### src/bpw_pkg.sv
// Shared constants for the serially programmed backlight pulse generator.
package bpw_pkg;

	// System clock, 40 MHz.
	localparam logic [31:0] CLK_HZ = 32'h0262_5A00;
	// Fast counting source, 16.777612 MHz.
	localparam logic [31:0] FAST_SRC_HZ = 32'h0100_018C;
	// Slow counting source, 32.768 kHz.
	localparam logic [31:0] SLOW_SRC_HZ = 32'h0000_8000;
	// Phase increments per system clock: source rate over clock rate.
	localparam logic [31:0] FAST_INC =
		32'((64'(FAST_SRC_HZ) << 32) / 64'(CLK_HZ));
	localparam logic [31:0] SLOW_INC =
		32'((64'(SLOW_SRC_HZ) << 32) / 64'(CLK_HZ));

	// Register byte offsets on the bus.
	localparam logic [7:0] ADDR_PERIOD = 8'h00;
	localparam logic [7:0] ADDR_DUTY = 8'h04;
	localparam logic [7:0] ADDR_CTRL = 8'h08;
	localparam logic [7:0] ADDR_CFG = 8'h0C;
	localparam logic [7:0] ADDR_STATUS = 8'h10;

	// Control byte fields.
	localparam int CTRL_FAST_BIT = 1;
	localparam int CTRL_MODE_LSB = 4;
	localparam logic [2:0] MODE_SINGLE_VAR = 3'h1;

	// Local configuration bits.
	localparam int CFG_EN_BIT = 0;
	localparam int CFG_SUB_BIT = 1;
	localparam int CFG_MAIN_BIT = 2;
	localparam int CFG_RESYNC_BIT = 3;
	localparam int STATUS_ERR_BIT = 3;

	// Values after reset.
	localparam logic [15:0] PERIOD_RST = 16'h00A8;
	localparam logic [15:0] DUTY_RST = 16'h0086;
	localparam logic [7:0] CTRL_RST = 8'h13;
	localparam logic [2:0] CFG_RST = 3'h7;

	// Serial framing counts.
	localparam logic [2:0] LAST_BYTE_IDX = 3'h4;
	localparam logic [2:0] LAST_BIT_IDX = 3'h7;

endpackage

### src/bpw_if.sv
// Carriers between the serial receiver, the pulse core and the top.
`timescale 1ns/10ps

interface bpw_byte_if;
	logic byte_valid;
	logic [7:0] byte_data;
	logic partial_drop;
	modport rx(output byte_valid, output byte_data, output partial_drop);
	modport sink(input byte_valid, input byte_data, input partial_drop);
endinterface

interface bpw_pwm_if;
	logic [15:0] period;
	logic [15:0] duty;
	logic fast_sel;
	logic run;
	logic level;
	modport core(input period, input duty, input fast_sel, input run,
		output level);
	modport ctrl(output period, output duty, output fast_sel, output run,
		input level);
endinterface

### src/bpw_pwm_core.sv
// Variable resolution pulse core counting ticks of a selectable source.
`timescale 1ns/10ps

module bpw_pwm_core (
	// Clock and reset.
	input wire logic ref_clk_i,
	input wire logic rst_i,
	// Settings and level.
	bpw_pwm_if.core pwm
);

	typedef struct packed {
		logic [31:0] acc;
		logic tick;
		logic [15:0] count;
		logic [15:0] per;
		logic [15:0] duty;
		logic fast;
		logic level;
	} bpw_core_state_type;

	bpw_core_state_type r;
	bpw_core_state_type next_r;
	logic [32:0] sum;

	// Ticks come from a phase accumulator, so no second clock is needed;
	// the cost is up to one system clock of jitter per tick.
	always_comb begin
		next_r = r;
		// fast or slow source selection.
		// The source is latched with the period, so a period in progress
		// keeps its rate instead of stretching about 512-fold.
		sum = {1'b0, r.acc} +
			{1'b0, r.fast ? bpw_pkg::FAST_INC : bpw_pkg::SLOW_INC};
		next_r.acc = sum[31:0];
		next_r.tick = sum[32];
		if (r.tick) begin
			if (r.count >= r.per - 16'h0001 || r.per == 16'h0000) begin
				next_r.count = 16'h0000;
				// Settings load only at a wrap, so no period is cut short.
				next_r.per = pwm.period;
				next_r.duty = pwm.duty;
				next_r.fast = pwm.fast_sel;
			end else begin
				next_r.count = r.count + 16'h0001;
			end
		end
		next_r.level = pwm.run && r.per != 16'h0000 && r.count < r.duty;
	end

	// State register.
	always_ff @(posedge ref_clk_i or posedge rst_i) begin
		if (rst_i) begin
			r <= '{acc: 32'h0000_0000, tick: 1'b0, count: 16'h0000,
				per: 16'h0000, duty: 16'h0000,
				fast: bpw_pkg::CTRL_RST[bpw_pkg::CTRL_FAST_BIT], level: 1'b0};
		end else begin
			r <= next_r;
		end
	end

	assign pwm.level = r.level;

	property p_level_needs_run;
		@(posedge ref_clk_i) disable iff (rst_i)
		r.level |-> $past(pwm.run) && $past(r.count) < $past(r.duty);
	endproperty
	a_level_needs_run: assert property (p_level_needs_run)
		else $error("Output high without run or past duty.");

	property p_count_in_period;
		@(posedge ref_clk_i) disable iff (rst_i)
		r.per != 16'h0000 |-> r.count < r.per;
	endproperty
	a_count_in_period: assert property (p_count_in_period)
		else $error("Tick count left the period.");

	property p_slow_spacing;
		@(posedge ref_clk_i) disable iff (rst_i)
		r.tick && !r.fast |=> (r.fast || !r.tick) [*8];
	endproperty
	a_slow_spacing: assert property (p_slow_spacing)
		else $error("Slow ticks arrive too close together.");

	property p_fast_spacing;
		@(posedge ref_clk_i) disable iff (rst_i)
		r.tick |=> !r.tick;
	endproperty
	a_fast_spacing: assert property (p_fast_spacing)
		else $error("Ticks on consecutive clocks.");

endmodule

### src/bpw_spi_rx.sv
// Serial byte receiver: synchronised pins, MSB first, sample on rise.
`timescale 1ns/10ps

module bpw_spi_rx (
	// Clock and reset.
	input wire logic ref_clk_i,
	input wire logic rst_i,
	// Serial pins.
	input wire logic spi_sclk_i,
	input wire logic spi_mosi_i,
	input wire logic spi_ss_n_i,
	// Received bytes.
	bpw_byte_if.rx bytes
);

	typedef struct packed {
		logic [2:0] sclk_s;
		logic [2:0] mosi_s;
		logic [2:0] ssn_s;
		logic sclk_acc;
		logic ssn_acc;
		logic [7:0] shift;
		logic [2:0] bits;
		logic valid;
		logic [7:0] data;
		logic drop;
	} bpw_rx_state_type;

	bpw_rx_state_type r;
	bpw_rx_state_type next_r;

	// A pin change counts once the second and third stages agree.
	always_comb begin
		next_r = r;
		next_r.valid = 1'b0;
		next_r.drop = 1'b0;
		next_r.sclk_s = {r.sclk_s[1:0], spi_sclk_i};
		next_r.mosi_s = {r.mosi_s[1:0], spi_mosi_i};
		next_r.ssn_s = {r.ssn_s[1:0], spi_ss_n_i};
		if (r.ssn_s[1] == r.ssn_s[2] && r.ssn_s[2] != r.ssn_acc) begin
			next_r.ssn_acc = r.ssn_s[2];
			// Select released mid-byte: the partial byte is thrown away.
			if (r.ssn_s[2] && r.bits != 3'h0) begin
				next_r.drop = 1'b1;
			end
			next_r.bits = 3'h0;
		end
		if (r.sclk_s[1] == r.sclk_s[2] && r.sclk_s[2] != r.sclk_acc) begin
			next_r.sclk_acc = r.sclk_s[2];
			if (r.sclk_s[2] && !r.ssn_acc) begin
				next_r.shift = {r.shift[6:0], r.mosi_s[2]};
				next_r.bits = r.bits + 3'h1;
				if (r.bits == bpw_pkg::LAST_BIT_IDX) begin
					next_r.valid = 1'b1;
					next_r.data = {r.shift[6:0], r.mosi_s[2]};
				end
			end
		end
	end

	// State register.
	always_ff @(posedge ref_clk_i or posedge rst_i) begin
		if (rst_i) begin
			r <= '{sclk_s: 3'h0, mosi_s: 3'h0, ssn_s: 3'h7, sclk_acc: 1'b0,
				ssn_acc: 1'b1, shift: 8'h00, bits: 3'h0, valid: 1'b0,
				data: 8'h00, drop: 1'b0};
		end else begin
			r <= next_r;
		end
	end

	assign bytes.byte_valid = r.valid;
	assign bytes.byte_data = r.data;
	assign bytes.partial_drop = r.drop;

	property p_byte_in_frame;
		@(posedge ref_clk_i) disable iff (rst_i)
		r.valid |-> !$past(r.ssn_acc) && r.bits == 3'h0;
	endproperty
	a_byte_in_frame: assert property (p_byte_in_frame)
		else $error("Byte completed outside a select frame.");

endmodule

### src/bpw_top.sv
// Top of the serially programmed backlight pulse generator.
//
// Overview of operation
// - Bytes are period low, period high, duty low, duty high, mode.
// - The period divisor is high byte over low byte, in ticks of the selected source.
// - The fifth byte becomes the pulse control byte.
// - Only the single variable resolution mode drives the output.
// - The period value sets the output period in source ticks.
// - The duty value sets how many ticks of each period are high.
// - Low rates count from the 32 kHz source instead of the fast one.
// - Rates from 100 Hz to 200 kHz and duty 1 to 100 percent work.
// - One waveform drives both display enables, each gated by its own configuration bit.
`timescale 1ns/10ps

module bpw_top (
	// Clock and reset.
	input wire logic ref_clk_i,
	input wire logic rst_i,
	// Wishbone slave.
	input wire logic wb_cyc_i,
	input wire logic wb_stb_i,
	input wire logic wb_we_i,
	input wire logic [7:0] wb_adr_i,
	input wire logic [3:0] wb_sel_i,
	input wire logic [31:0] wb_dat_i,
	output logic [31:0] wb_dat_o,
	output logic wb_ack_o,
	// Serial link from the host.
	input wire logic spi_sclk_i,
	input wire logic spi_mosi_i,
	input wire logic spi_ss_n_i,
	// Display enables.
	output logic sub_display_enable_o,
	output logic main_display_enable_o
);

	typedef struct packed {
		logic [15:0] period_divisor_reg;
		logic [15:0] duty_compare_reg;
		logic [7:0] pwm_control_reg;
		logic [2:0] cfg;
		logic [3:0][7:0] stage;
		logic [2:0] idx;
		logic frame_err;
		logic [7:0] upd_cnt;
		logic ack;
		logic [31:0] dat;
		logic sub;
		logic main;
	} bpw_top_state_type;

	bpw_top_state_type r;
	bpw_top_state_type next_r;
	logic bus_req;

	bpw_byte_if rx_bus ();
	bpw_pwm_if pwm_bus ();

	// Byte lane merge for a 16-bit register in the low half-word.
	function automatic logic [15:0] bpw_merge16(input logic [15:0] old,
		input logic [31:0] dat, input logic [3:0] sel);
		logic [15:0] res;
		res = old;
		if (sel[0]) begin
			res[7:0] = dat[7:0];
		end
		if (sel[1]) begin
			res[15:8] = dat[15:8];
		end
		return res;
	endfunction

	// Address decode for a write taking effect in this cycle.
	function automatic logic bpw_wr_hit(input logic req,
		input logic we, input logic [7:0] adr, input logic [7:0] off);
		return req && we && adr == off;
	endfunction

	// Serial receiver.
	bpw_spi_rx u_rx (
		.ref_clk_i(ref_clk_i),
		.rst_i(rst_i),
		.spi_sclk_i(spi_sclk_i),
		.spi_mosi_i(spi_mosi_i),
		.spi_ss_n_i(spi_ss_n_i),
		.bytes(rx_bus.rx)
	);

	// Pulse core.
	bpw_pwm_core u_core (
		.ref_clk_i(ref_clk_i),
		.rst_i(rst_i),
		.pwm(pwm_bus.core)
	);

	// Settings fed to the core.
	assign pwm_bus.period = r.period_divisor_reg;
	assign pwm_bus.duty = r.duty_compare_reg;
	assign pwm_bus.fast_sel = r.pwm_control_reg[bpw_pkg::CTRL_FAST_BIT];
	assign pwm_bus.run = r.cfg[bpw_pkg::CFG_EN_BIT] &&
		r.pwm_control_reg[bpw_pkg::CTRL_MODE_LSB +: 3] ==
		bpw_pkg::MODE_SINGLE_VAR;

	// A new request is one not already answered in the previous cycle.
	assign bus_req = wb_cyc_i && wb_stb_i && !r.ack;

	// Bus access, serial byte placement and output registers.
	always_comb begin
		next_r = r;
		next_r.ack = bus_req;
		next_r.sub = pwm_bus.level && r.cfg[bpw_pkg::CFG_SUB_BIT];
		next_r.main = pwm_bus.level && r.cfg[bpw_pkg::CFG_MAIN_BIT];
		// Read data is captured with the request; unmapped reads give zero.
		if (bus_req) begin
			unique case (wb_adr_i)
				bpw_pkg::ADDR_PERIOD: begin
					next_r.dat = {16'h0000, r.period_divisor_reg};
				end
				bpw_pkg::ADDR_DUTY: begin
					next_r.dat = {16'h0000, r.duty_compare_reg};
				end
				bpw_pkg::ADDR_CTRL: begin
					next_r.dat = {24'h00_0000, r.pwm_control_reg};
				end
				bpw_pkg::ADDR_CFG: begin
					next_r.dat = {28'h000_0000, 1'b0, r.cfg};
				end
				bpw_pkg::ADDR_STATUS: begin
					next_r.dat = {16'h0000, r.upd_cnt, 3'h0, pwm_bus.level,
						r.frame_err, r.idx};
				end
				default: begin
					next_r.dat = 32'h0000_0000;
				end
			endcase
		end
		// Software writes; unmapped writes are acknowledged and dropped.
		if (bpw_wr_hit(bus_req, wb_we_i, wb_adr_i, bpw_pkg::ADDR_PERIOD)) begin
			next_r.period_divisor_reg = bpw_merge16(r.period_divisor_reg,
				wb_dat_i, wb_sel_i);
		end
		if (bpw_wr_hit(bus_req, wb_we_i, wb_adr_i, bpw_pkg::ADDR_DUTY)) begin
			next_r.duty_compare_reg = bpw_merge16(r.duty_compare_reg,
				wb_dat_i, wb_sel_i);
		end
		if (bpw_wr_hit(bus_req, wb_we_i, wb_adr_i, bpw_pkg::ADDR_CTRL) &&
			wb_sel_i[0]) begin
			next_r.pwm_control_reg = wb_dat_i[7:0];
		end
		if (bpw_wr_hit(bus_req, wb_we_i, wb_adr_i, bpw_pkg::ADDR_CFG) &&
			wb_sel_i[0]) begin
			next_r.cfg = wb_dat_i[2:0];
			// Resync lets software recover from a lost byte.
			if (wb_dat_i[bpw_pkg::CFG_RESYNC_BIT]) begin
				next_r.idx = 3'h0;
			end
		end
		if (bpw_wr_hit(bus_req, wb_we_i, wb_adr_i, bpw_pkg::ADDR_STATUS) &&
			wb_sel_i[0] && wb_dat_i[bpw_pkg::STATUS_ERR_BIT]) begin
			next_r.frame_err = 1'b0;
		end
		if (rx_bus.byte_valid) begin
			if (r.idx == bpw_pkg::LAST_BYTE_IDX) begin
				next_r.period_divisor_reg = {r.stage[1], r.stage[0]};
				next_r.duty_compare_reg = {r.stage[3], r.stage[2]};
				next_r.pwm_control_reg = rx_bus.byte_data;
				next_r.idx = 3'h0;
				next_r.upd_cnt = r.upd_cnt + 8'h01;
			end else begin
				next_r.stage[r.idx[1:0]] = rx_bus.byte_data;
				next_r.idx = r.idx + 3'h1;
			end
		end
		// A dropped partial byte is flagged; the set beats a clear.
		if (rx_bus.partial_drop) begin
			next_r.frame_err = 1'b1;
		end
	end

	// State register.
	always_ff @(posedge ref_clk_i or posedge rst_i) begin
		if (rst_i) begin
			r <= '{period_divisor_reg: bpw_pkg::PERIOD_RST,
				duty_compare_reg: bpw_pkg::DUTY_RST,
				pwm_control_reg: bpw_pkg::CTRL_RST, cfg: bpw_pkg::CFG_RST,
				stage: 32'h0000_0000, idx: 3'h0, frame_err: 1'b0,
				upd_cnt: 8'h00, ack: 1'b0, dat: 32'h0000_0000, sub: 1'b0,
				main: 1'b0};
		end else begin
			r <= next_r;
		end
	end

	// Outputs straight from the state register.
	assign wb_ack_o = r.ack;
	assign wb_dat_o = r.dat;
	assign sub_display_enable_o = r.sub;
	assign main_display_enable_o = r.main;

	property p_fifth_commits;
		@(posedge ref_clk_i) disable iff (rst_i)
		rx_bus.byte_valid && r.idx == 3'h4 |=>
			r.idx == 3'h0 && r.upd_cnt == $past(r.upd_cnt) + 8'h01;
	endproperty
	a_fifth_commits: assert property (p_fifth_commits)
		else $error("Fifth byte did not close the update.");

	property p_period_bytes;
		@(posedge ref_clk_i) disable iff (rst_i)
		rx_bus.byte_valid && r.idx == 3'h4 |=>
			r.period_divisor_reg == {$past(r.stage[1]), $past(r.stage[0])};
	endproperty
	a_period_bytes: assert property (p_period_bytes)
		else $error("Period not built from the first two bytes.");

	property p_control_byte;
		@(posedge ref_clk_i) disable iff (rst_i)
		rx_bus.byte_valid && r.idx == 3'h4 |=>
			r.pwm_control_reg == $past(rx_bus.byte_data) &&
			r.duty_compare_reg == {$past(r.stage[3]), $past(r.stage[2])};
	endproperty
	a_control_byte: assert property (p_control_byte)
		else $error("Control or duty not loaded from the frame.");

	property p_no_early_update;
		@(posedge ref_clk_i) disable iff (rst_i)
		rx_bus.byte_valid && r.idx < 3'h4 && !bus_req |=>
			$stable(r.period_divisor_reg) && $stable(r.pwm_control_reg);
	endproperty
	a_no_early_update: assert property (p_no_early_update)
		else $error("Settings changed before the fifth byte.");

	property p_both_follow;
		@(posedge ref_clk_i) disable iff (rst_i)
		##1 r.sub == ($past(pwm_bus.level) && $past(r.cfg[1])) &&
			r.main == ($past(pwm_bus.level) && $past(r.cfg[2]));
	endproperty
	a_both_follow: assert property (p_both_follow)
		else $error("Display enables do not follow the waveform.");

	property p_ack_single;
		@(posedge ref_clk_i) disable iff (rst_i)
		wb_ack_o |=> !wb_ack_o;
	endproperty
	a_ack_single: assert property (p_ack_single)
		else $error("Bus acknowledge held longer than one cycle.");

endmodule

### config.mk
export PLATFORM = sky130hd
export DESIGN_NAME = bpw_top
export DESIGN_NICKNAME = d
export VERILOG_FILES = /design/src/bpw_pkg.sv /design/src/bpw_if.sv /design/src/bpw_pwm_core.sv /design/src/bpw_spi_rx.sv /design/src/bpw_top.sv
export SDC_FILE = /design/constraint.sdc
export NUM_CORES = 1
export LEC_CHECK = 0
export ABC_AREA = 1
export BUFFER_PORTS_ARGS = -buffer_cell sky130_fd_sc_hd__buf_4
export CORE_ASPECT_RATIO = 1.75
export CORE_UTILIZATION = 40
export DETAILED_ROUTE_END_ITERATION = 8
export GPL_TIMING_DRIVEN = 0
export SLEW_MARGIN = 10
export SYNTH_ARGS = -nofsm -noshare
export SYNTH_HDL_FRONTEND = slang
export SYNTH_SLANG_ARGS = --single-unit
### constraint.sdc
create_clock -name ref_clk_i -period 9.9 [get_ports ref_clk_i]
set_input_delay 1.98 -clock ref_clk_i [delete_from_list [all_inputs] [get_ports ref_clk_i]]
set_output_delay 1.98 -clock ref_clk_i [all_outputs]
set_load 0.005 [all_outputs]
==> flow_metrics.env, run 1 <==
export IMPL_period_share=0.324
export IMPL_maxSlewViolCount=0
export IMPL_setup_violations=0
export IMPL_drc_errors=0
export IMPL_critPathArrivalTime_ps=1230
export IMPL_postPlaceCellArea_mm2=0.0132
export IMPL_status="finished, final reports clean"
export IMPL_setup_ws_ps=6690
export IMPL_rsz0062_at_grt="false"
export IMPL_fmax_mhz=312
export IMPL_pre_cts_slack_ps=6290
export IMPL_routed_via_count=10412
export IMPL_antenna_found_initial=0
export IMPL_hold_class="flop to flop"
export IMPL_io_pins=87
export IMPL_dr_pass1_iters=5
export IMPL_cts_tree="done"
export IMPL_wl_um=35200
export IMPL_cts_hold_buf=0
export IMPL_synth_area_mm2=0.0122
export IMPL_clkTransAtPathRegs_ps=60
export IMPL_cap_violations=0
export IMPL_path_cells="buf_4, buf_4"
export IMPL_postRouteAntennaNets=0
export IMPL_crit_slowest_cell="dfrtp_1"
export IMPL_max_stage_delay_ps=410
export IMPL_worstMarginPinSlew_ps=833
export IMPL_nFillCells=3068
export IMPL_vdd_ir_drop_worst_v=0.000145
export IMPL_nets=1777
export IMPL_cp_top_family="flip-flops"
export IMPL_p_per_area_mw_per_mm2=139
export IMPL_routed_via_density=5.03
export IMPL_relSlewSlack=0.445
export IMPL_core_area_mm2=0.0301
export IMPL_fp_dieArea_mm2=0.0313
export IMPL_critPathBufInv=2
export IMPL_yosys_area_top_type="dfrtp_1"
export IMPL_grt_first_pass_wirelength_um=55300
export IMPL_area_delta_synth_final_pct=14.5
export IMPL_synth_ff_type="dfrtp_1"
export IMPL_fin_crit_ps=3210
export IMPL_critPathRequiredTime_ps=7920
export IMPL_ys_seq_elements=220
export IMPL_port_buffer_count=52
export IMPL_clk_path_buf_depth=3
export IMPL_crit_type="flop to primary output"
export IMPL_async_flop_share=1.00
export IMPL_start_util=0.407
export IMPL_row_count=84
export IMPL_leakage_nw=7.27
export IMPL_synth_edff_count=0
export IMPL_synth_top_cell_area_share=0.415
export IMPL_final_area_mm2=0.0140
export IMPL_cts_buffers=24
export IMPL_ys_seq_area_frac=0.452
export IMPL_syn_avg_cell_area_um2=7.80
export IMPL_drive_above_1_share=0.106
export IMPL_post_dp_hpwl_um=27800
export IMPL_ys_warn_count=0
export IMPL_initialDrtViolationCount=564
export IMPL_diodes=0
export IMPL_clock_sinks=220
export IMPL_startpoint_type="flop"
export IMPL_cts_resized=0
export IMPL_worstSetupEndpointType="primary output"
export IMPL_cts_root_buf="clkbuf_16"
export IMPL_post_cts_setup_buffers=0
export IMPL_die_w_um=134
export IMPL_synth_area_leaders="dfrtp_1, nand2_1, ha_1, inv_1, nand3_1"
export IMPL_crit_fanout=2
export IMPL_wl_per_cell_um=17.0
export IMPL_clock_latency_ps=560
export IMPL_grt_pass1_vias=10541
export IMPL_synth_cells=1569
export IMPL_grt_overflow=0
export IMPL_fp_dieH_um=233
export IMPL_cts_htree_levels=1
export IMPL_yosys_cell_types_count=45
export IMPL_hold_viol_final=0
export IMPL_r2r_setup_slack_ps=6700
export IMPL_grt_use_total=0.231
export IMPL_place_congestion=0.916
export IMPL_skew_ps=18.8
export IMPL_grt_max_degree=116
export IMPL_cp_common_cell="buf_4"
==> worst paths after layout <==
kind,endpoint,start,depth (start not counted)
worst min register to register,u_rx.next_r[31],u_rx.next_r[30],0
max in group asynchronous,u_core.r[71],rst_i,3
min in group asynchronous,u_rx.r[11],rst_i,2
worst max-delay path,wb_dat_o[13],wb_dat_o[13],2
worst max register to register,u_core.r[14],u_core.r[20],16
worst min-delay path,u_rx.next_r[31],u_rx.next_r[30],0
==> per-stage QoR <==
| stage | hold WS [ps] | setup TNS, ps | utilization | power, mW | instances |
|---|---|---|---|---|---|
| after global placement | 334 | -161970 | 0.438 | 1.04 | 2023 |
| after detailed placement | 340 | 0 | 0.439 | 1.04 | 2024 |
| after floorplan | 331 | 0 | - | 1.00 | 1584 |
| final | 350 | 0 | 0.466 | 1.95 | 2068 |
| after CTS | 354 | 0 | 0.466 | 1.97 | 2068 |
| after global routing | 351 | 0 | 0.466 | 2.01 | 2068 |
==> power breakdown <==
group / switching, mW / internal (mW)
logic: 0.0543 / 0.0338
clock network: 0.389 / 0.534
registers: 0.0145 / 0.923
total: 0.458 / 1.49
==> cell type report <==
| class | count | area, um2 | area share |
|---|---|---|---|
| Clock inverter | 10 | 131 | 0.00938 |
| Sequential cell | 220 | 5530 | 0.395 |
| Multi-Input combinational cell | 1117 | 5670 | 0.405 |
| Tap cell | 387 | 484 | 0.0346 |
| Clock buffer | 34 | 678 | 0.0484 |
| Inverter | 175 | 664 | 0.0474 |
| Buffer | 72 | 439 | 0.0314 |
| Timing Repair Buffer | 53 | 418 | 0.0298 |
==> cell usage in the layout (no fill, tap or decap), types with 2 or more instances in the layout <==
| cell | instances |
|---|---|
| a21o_1 | 2 |
| a21oi_1 | 63 |
| a31oi_1 | 31 |
| and2_1 | 3 |
| buf_1 | 2 |
| buf_2 | 12 |
| buf_4 | 87 |
| buf_6 | 3 |
| bufinv_16 | 2 |
| clkbuf_1 | 26 |
| clkbuf_16 | 24 |
| clkbuf_8 | 4 |
| clkinv_2 | 5 |
| conb_1 | 16 |
| dfrtp_1 | 203 |
| dfstp_2 | 17 |
| ha_1 | 61 |
| inv_1 | 171 |
| inv_2 | 2 |
| nand2_1 | 477 |
| nand2_2 | 2 |
| nand3_1 | 108 |
| nand3_2 | 3 |
| nand3b_1 | 6 |
| nand4_1 | 20 |
| nor2_1 | 124 |
| nor2_2 | 6 |
| nor2_4 | 2 |
| nor3_1 | 23 |
| nor3_4 | 2 |
| o211ai_1 | 3 |
| o21a_1 | 4 |
| o21ai_0 | 96 |
| o21bai_1 | 2 |
| o22ai_1 | 5 |
| or2_2 | 2 |
| xnor2_1 | 9 |
| xor2_1 | 37 |
==> Yosys cell counts (2+ instances only) <==
library cell  instances
o22ai_1               5
o21a_1                4
xor2_1               37
and2_1                3
nor2_2                6
o211ai_1              3
buf_4                35
inv_2                 2
a31oi_1              31
nor2_1              124
dfrtp_1             203
nor2_4                2
ha_1                 61
a21oi_1              63
nand4_1              20
buf_2                12
nor3_4                2
or2_2                 2
a21o_1                2
nand2_1             477
xnor2_1               9
nand3b_1              6
dfstp_2              17
inv_1               172
clkbuf_1             20
buf_6                 3
nand3_2               3
nor3_1               23
o21ai_0              96
o21bai_1              2
buf_1                 2
nand2_2               2
nand3_1             108
==> state kept, by name (all words and copies together) (netlist names), 6 cells and up <==
name	flops
u_core.r	82
r	54
pwm_bus.duty	16
pwm_bus.period	16
wb_dat_o	16
u_rx.r	15
u_rx.bytes.byte_data	8
u_rx.next_r	6
==> cell families after synthesis <==
| family | after synthesis | synth area share |
|---|---|---|
| simple gates | 780 | 0.267 |
| buf+inv | 247 | 0.0896 |
| flops | 220 | 0.452 |
| compound gates | 212 | 0.0940 |
| fa+ha+maj | 63 | 0.0648 |
| xor+xnor | 46 | 0.0329 |
| other cells | 1 | 0.000307 |
==> layer usage <==
layer,share of wire,wire (um),vias to the layer above,global-route usage
met5,0,0,-,0
met4,0.048,1690,0,0.117
met3,0.025,870,85,0.0230
met2,0.57,20100,172,0.476
met1,0.35,12500,4946,0.220
li1,-,-,5209,-
No activity file was read; power rests on OpenSTA's default activity.
==> run 2: changes to the inputs <==
Clock period 9.9 ns to 3 ns, I/O delays scaled along.
==> flow_metrics.env, run 2 (synthesized netlist as in run 1, its figures left out) <==
export IMPL_fp_dieH_um=233
export IMPL_antenna_found_initial=0
export IMPL_cap_violations=0
export IMPL_maxSlewViolCount=0
export IMPL_skew_ps=12.2
export IMPL_grt_pass1_vias=11012
export IMPL_p_per_area_mw_per_mm2=471
export IMPL_switching_share=0.214
export IMPL_leakage_nw=7.42
export IMPL_startpoint="u_core.r[1]"
export IMPL_grt_overflow=0
export IMPL_p_total_mw=6.78
export IMPL_die_w_um=134
export IMPL_largest_reg_flops=82
export IMPL_regMostFlops="u_core.r"
export IMPL_crit_fanout=11
export IMPL_row_count=84
export IMPL_cts_tree="done"
export IMPL_start_util=0.407
export IMPL_grt_first_pass_wirelength_um=56500
export IMPL_cts_htree_levels=1
export IMPL_io_pins=87
export IMPL_layoutNonFillerInstCount=2082
export IMPL_critPathArrivalTime_ps=3260
export IMPL_combPwrFrac=0.045
export IMPL_r2r_start="u_core.r[1]"
export IMPL_port_buffer_count=52
export IMPL_min_delay_start="spi_mosi_i"
export IMPL_status="finished, final reports clean"
export IMPL_grt_use_total=0.236
export IMPL_fp_dieArea_mm2=0.0313
export IMPL_seq_power_share=0.456
export IMPL_final_area_mm2=0.0144
export IMPL_final_cell_mix="nand2_1, dfrtp_1, inv_1"
export IMPL_fmax_mhz=355
export IMPL_cts_buffers=23
export IMPL_dr_pass1_iters=7
export IMPL_nets=1792
export IMPL_core_area_mm2=0.0301
export IMPL_clk_path_buf_depth=3
export IMPL_cts_root_buf="clkbuf_16"
export IMPL_clkTransAtPathRegs_ps=60
export IMPL_postRouteAntennaNets=0
export IMPL_cts_hold_buf=0
export IMPL_clock_sinks=220
export IMPL_diodes=0
export IMPL_p_switching_mw=1.45
export IMPL_area_delta_synth_final_pct=17.7
export IMPL_p_int_mw=5.33
export IMPL_place_congestion=0.888
export IMPL_wl_um=35900
export IMPL_routed_via_density=5.08
export IMPL_relSlewSlack=0.485
export IMPL_routed_via_count=10574
export IMPL_hold_class="primary input to flop"
export IMPL_vdd_ir_drop_worst_v=0.000455
export IMPL_final_common_cell="nand2_1"
export IMPL_hold_viol_final=0
export IMPL_fin_crit_ps=2820
export IMPL_grt_max_degree=39
export IMPL_drive_above_1_share=0.124
export IMPL_power_frac_clock=0.499
export IMPL_reg_top3="u_core.r (82), r (54)"
export IMPL_drc_errors=0
export IMPL_wl_per_cell_um=17.3
export IMPL_clock_latency_ps=520
export IMPL_post_dp_hpwl_um=28900
export IMPL_period_share=0.940
export IMPL_postPlaceCellArea_mm2=0.0133
export IMPL_dp_cells=2029
export IMPL_critPathRequiredTime_ps=3440
export IMPL_setup_violations=0
export IMPL_crit_type="flop to flop"
export IMPL_worstMarginPinSlew_ps=771
export IMPL_worstSetupEndpointType="flop"
export IMPL_startpoint_type="flop"
export IMPL_initialDrtViolationCount=509
run 2: path summary, 6_finish.rpt:
path | to | slack (ps) | cells after the start
max in group asynchronous | u_core.r[1] | 1330 | 6
max reg2reg | u_core.r[50] | 180 | 12
min in group asynchronous | r[44] | 220 | 2
min | u_rx.next_r[27] | 190 | 1
min reg2reg | u_rx.r[28] | 350 | 0
max | u_core.r[50] | 180 | 12
run 2: worst max-delay path, cell delays in order (launching register included):
cell	delay [ps]
dfstp_4	740
clkinvlp_4	190
buf_4	170
fa_1	480
inv_1	110
nand3_1	80
nand2_1	230
nand4_1	130
nand3_1	200
nand2_1	130
nand3_1	150
nand2_1	70
nand2_1	70
run 2: what timing repair did:
item,in CTS,in global routing
pin swaps,1,7
endpoints found under the setup margin,52,60
setup buffers,4,7
gates resized for setup,8,26
run 2: cell type report:
class	instances	area (um2)
fill	3016	15700
multi-input combinational	1117	5750
sequential	220	5530
clock buffer	32	669
inverter	175	664
timing repair buffer	69	593
tap	387	484
buffer	72	472
clock inverter	10	231
run 2: metrics by stage:
step	hold WS, ps	setup slack [ps]	util	setup TNS [ps]
after global routing	169	-24.0	0.479	-208
after floorplan	331	-454	-	-92200
after CTS	174	0.406	0.474	0
final	193	180	0.479	0
after global placement	333	-1930	0.438	-406660
after detailed placement	335	-318	0.442	-11580
run 2: metal layers:
layer / vias to the layer above / part of all wire / GRT usage
met5: - / 0 / 0
met2: 236 / 0.57 / 0.481
met3: 109 / 0.030 / 0.0256
met4: 0 / 0.069 / 0.153
li1: 5241 / - / -
met1: 4988 / 0.33 / 0.213
run 2: power by group through the flow:
stage | Sequential, mW | Combinational [mW] | Clock [mW]
5_1_grt | 3.10 | 0.347 | 3.54
3_3_place_gp | 3.15 | 0.288 | 0
4_1_cts | 3.09 | 0.311 | 3.43
2_1_floorplan | 3.13 | 0.178 | 0
6_report | 3.09 | 0.304 | 3.38
3_5_place_dp | 3.15 | 0.310 | 0
==> run 3: changes to the inputs <==
Settings changed: CORE_UTILIZATION 40 to 37.
==> flow_metrics.env, run 3 (synthesized netlist as in run 1, its figures left out) <==
export IMPL_status="finished, final reports clean"
export IMPL_drive_above_1_share=0.123
export IMPL_clock_latency_ps=540
export IMPL_relSlewSlack=0.538
export IMPL_fp_dieH_um=243
export IMPL_dp_cells=2042
export IMPL_final_common_cell="nand2_1"
export IMPL_port_buffer_count=52
export IMPL_setup_violations=0
export IMPL_met2_usage=0.418
export IMPL_dr_pass1_iters=4
export IMPL_cts_tree="done"
export IMPL_io_pins=87
export IMPL_worstSetupEndpointType="flop"
export IMPL_fp_dieArea_mm2=0.0338
export IMPL_hold_class="primary input to asynchronous set/reset pin"
export IMPL_postPlaceCellArea_mm2=0.0133
export IMPL_clkTransAtPathRegs_ps=60
export IMPL_regMostFlops="u_core.r"
export IMPL_grt_max_degree=38
export IMPL_cts_buffers=23
export IMPL_wl_um=34900
export IMPL_routed_via_density=4.98
export IMPL_drc_errors=0
export IMPL_crit_type="flop to flop"
export IMPL_worst_hold_slack_ps=49.4
export IMPL_cap_violations=0
export IMPL_skew_ps=14.6
export IMPL_routed_via_count=10438
export IMPL_maxSlewViolCount=0
export IMPL_grt_pass1_vias=10658
export IMPL_p_total_mw=6.44
export IMPL_die_w_um=139
export IMPL_postRouteAntennaNets=0
export IMPL_place_congestion=0.886
export IMPL_grt_use_total=0.211
export IMPL_final_area_mm2=0.0143
export IMPL_antenna_found_initial=0
export IMPL_critPathRequiredTime_ps=3420
export IMPL_cts_root_buf="clkbuf_16"
export IMPL_initialDrtViolationCount=445
export IMPL_diodes=0
export IMPL_fin_crit_ps=2850
export IMPL_period_share=0.949
export IMPL_layoutNonFillerInstCount=2095
export IMPL_final_cell_mix="nand2_1, dfrtp_1, inv_1"
export IMPL_clk_path_buf_depth=3
export IMPL_fmax_mhz=351
export IMPL_cts_htree_levels=1
export IMPL_reg_top3="u_core.r (82), r (54)"
export IMPL_p_per_area_mw_per_mm2=450
export IMPL_core_area_mm2=0.0323
export IMPL_critPathArrivalTime_ps=3270
export IMPL_largest_reg_flops=82
export IMPL_gr_usage_met1=0.202
export IMPL_crit_fanout=10
export IMPL_startpoint_type="flop"
export IMPL_hold_viol_final=0
export IMPL_start_util=0.378
export IMPL_leakage_nw=7.37
export IMPL_use_met3=0.0194
export IMPL_row_count=87
export IMPL_multiInputGateArea_mm2=0.00572
export IMPL_nFillCells=3239
export IMPL_grt_first_pass_wirelength_um=55500
export IMPL_clock_sinks=220
export IMPL_grt_overflow=0
export IMPL_post_dp_hpwl_um=27700
export IMPL_busiest_layer="met2"
export IMPL_final_seq_area_mm2=0.00553
export IMPL_area_delta_synth_final_pct=16.9
export IMPL_vdd_ir_drop_worst_v=0.000423
export IMPL_worstMarginPinSlew_ps=693
export IMPL_nets=1793
export IMPL_wl_per_cell_um=16.6
==> run 3: cell type report <==
type | instances | area share
buffer | 72 | 0.0315
clock buffer | 30 | 0.0449
clock inverter | 11 | 0.0106
inverter | 175 | 0.0465
multi-input combinational | 1117 | 0.400
sequential | 220 | 0.387
tap | 400 | 0.0350
timing repair buffer | 70 | 0.0444
==> run 3: routing by layer <==
layer	wire [um]	vias up
met4	2300	0
met1	12200	4902
met2	19500	205
met3	904	100
met5	0	-
li1	-	5231
==> run 3: report_power, final <==
part           internal (mW)  switching (mW)
registers               3.04          0.0472
clock network           1.78            1.26
logic                  0.123           0.181
total                   4.94            1.49
==> run 3: critical path, cell delays in order, from the launching register on <==
cell and delay, ps:
dfrtp_1 420, nor2_1 200, nand3_4 150, nor3_4 240, nand2_1 100, nor2_1 130, xor2_1 160, inv_1 60
ha_1 290, nand4_1 100, a21oi_1 50, nor2_1 170, nand3_2 170, buf_8 180, buf_6 140, nand3_1 100
nand2_1 60
==> run 3: what timing repair did <==
action / in CTS / in global routing
setup endpoints to repair: 50 / 54
gates resized for setup: 7 / 17
hold buffers: 0 / 0
cloned: 0 / 1
buffers inserted: 3 / 8
pin swaps: 0 / 6
==> run 3: worst paths after layout <==
path / startpoint / endpoint / slack (ps) / depth (start not counted)
setup / recovery: u_core.r[23] / u_core.r[13] / 150 / 16
hold / removal: rst_i / r[45] / 50 / 2
setup reg to reg: u_core.r[23] / u_core.r[13] / 150 / 16
hold reg to reg: u_rx.next_r[27] / u_rx.next_r[28] / 350 / 0
max in group asynchronous: rst_i / u_core.r[78] / 1660 / 6
min in group ref_clk_i: spi_sclk_i / u_rx.next_r[30] / 170 / 1
==> run 3: metrics by stage <==
| stage | util | TNS, ps | setup WS (ps) |
|---|---|---|---|
| after global placement | 0.408 | -409160 | -1960 |
| after detailed placement | 0.412 | -6680 | -200 |
| final | 0.442 | 0 | 152 |
| after CTS | 0.438 | 0 | 17.7 |
| after floorplan | - | -92200 | -454 |
| after global routing | 0.442 | -5.00 | -5.00 |
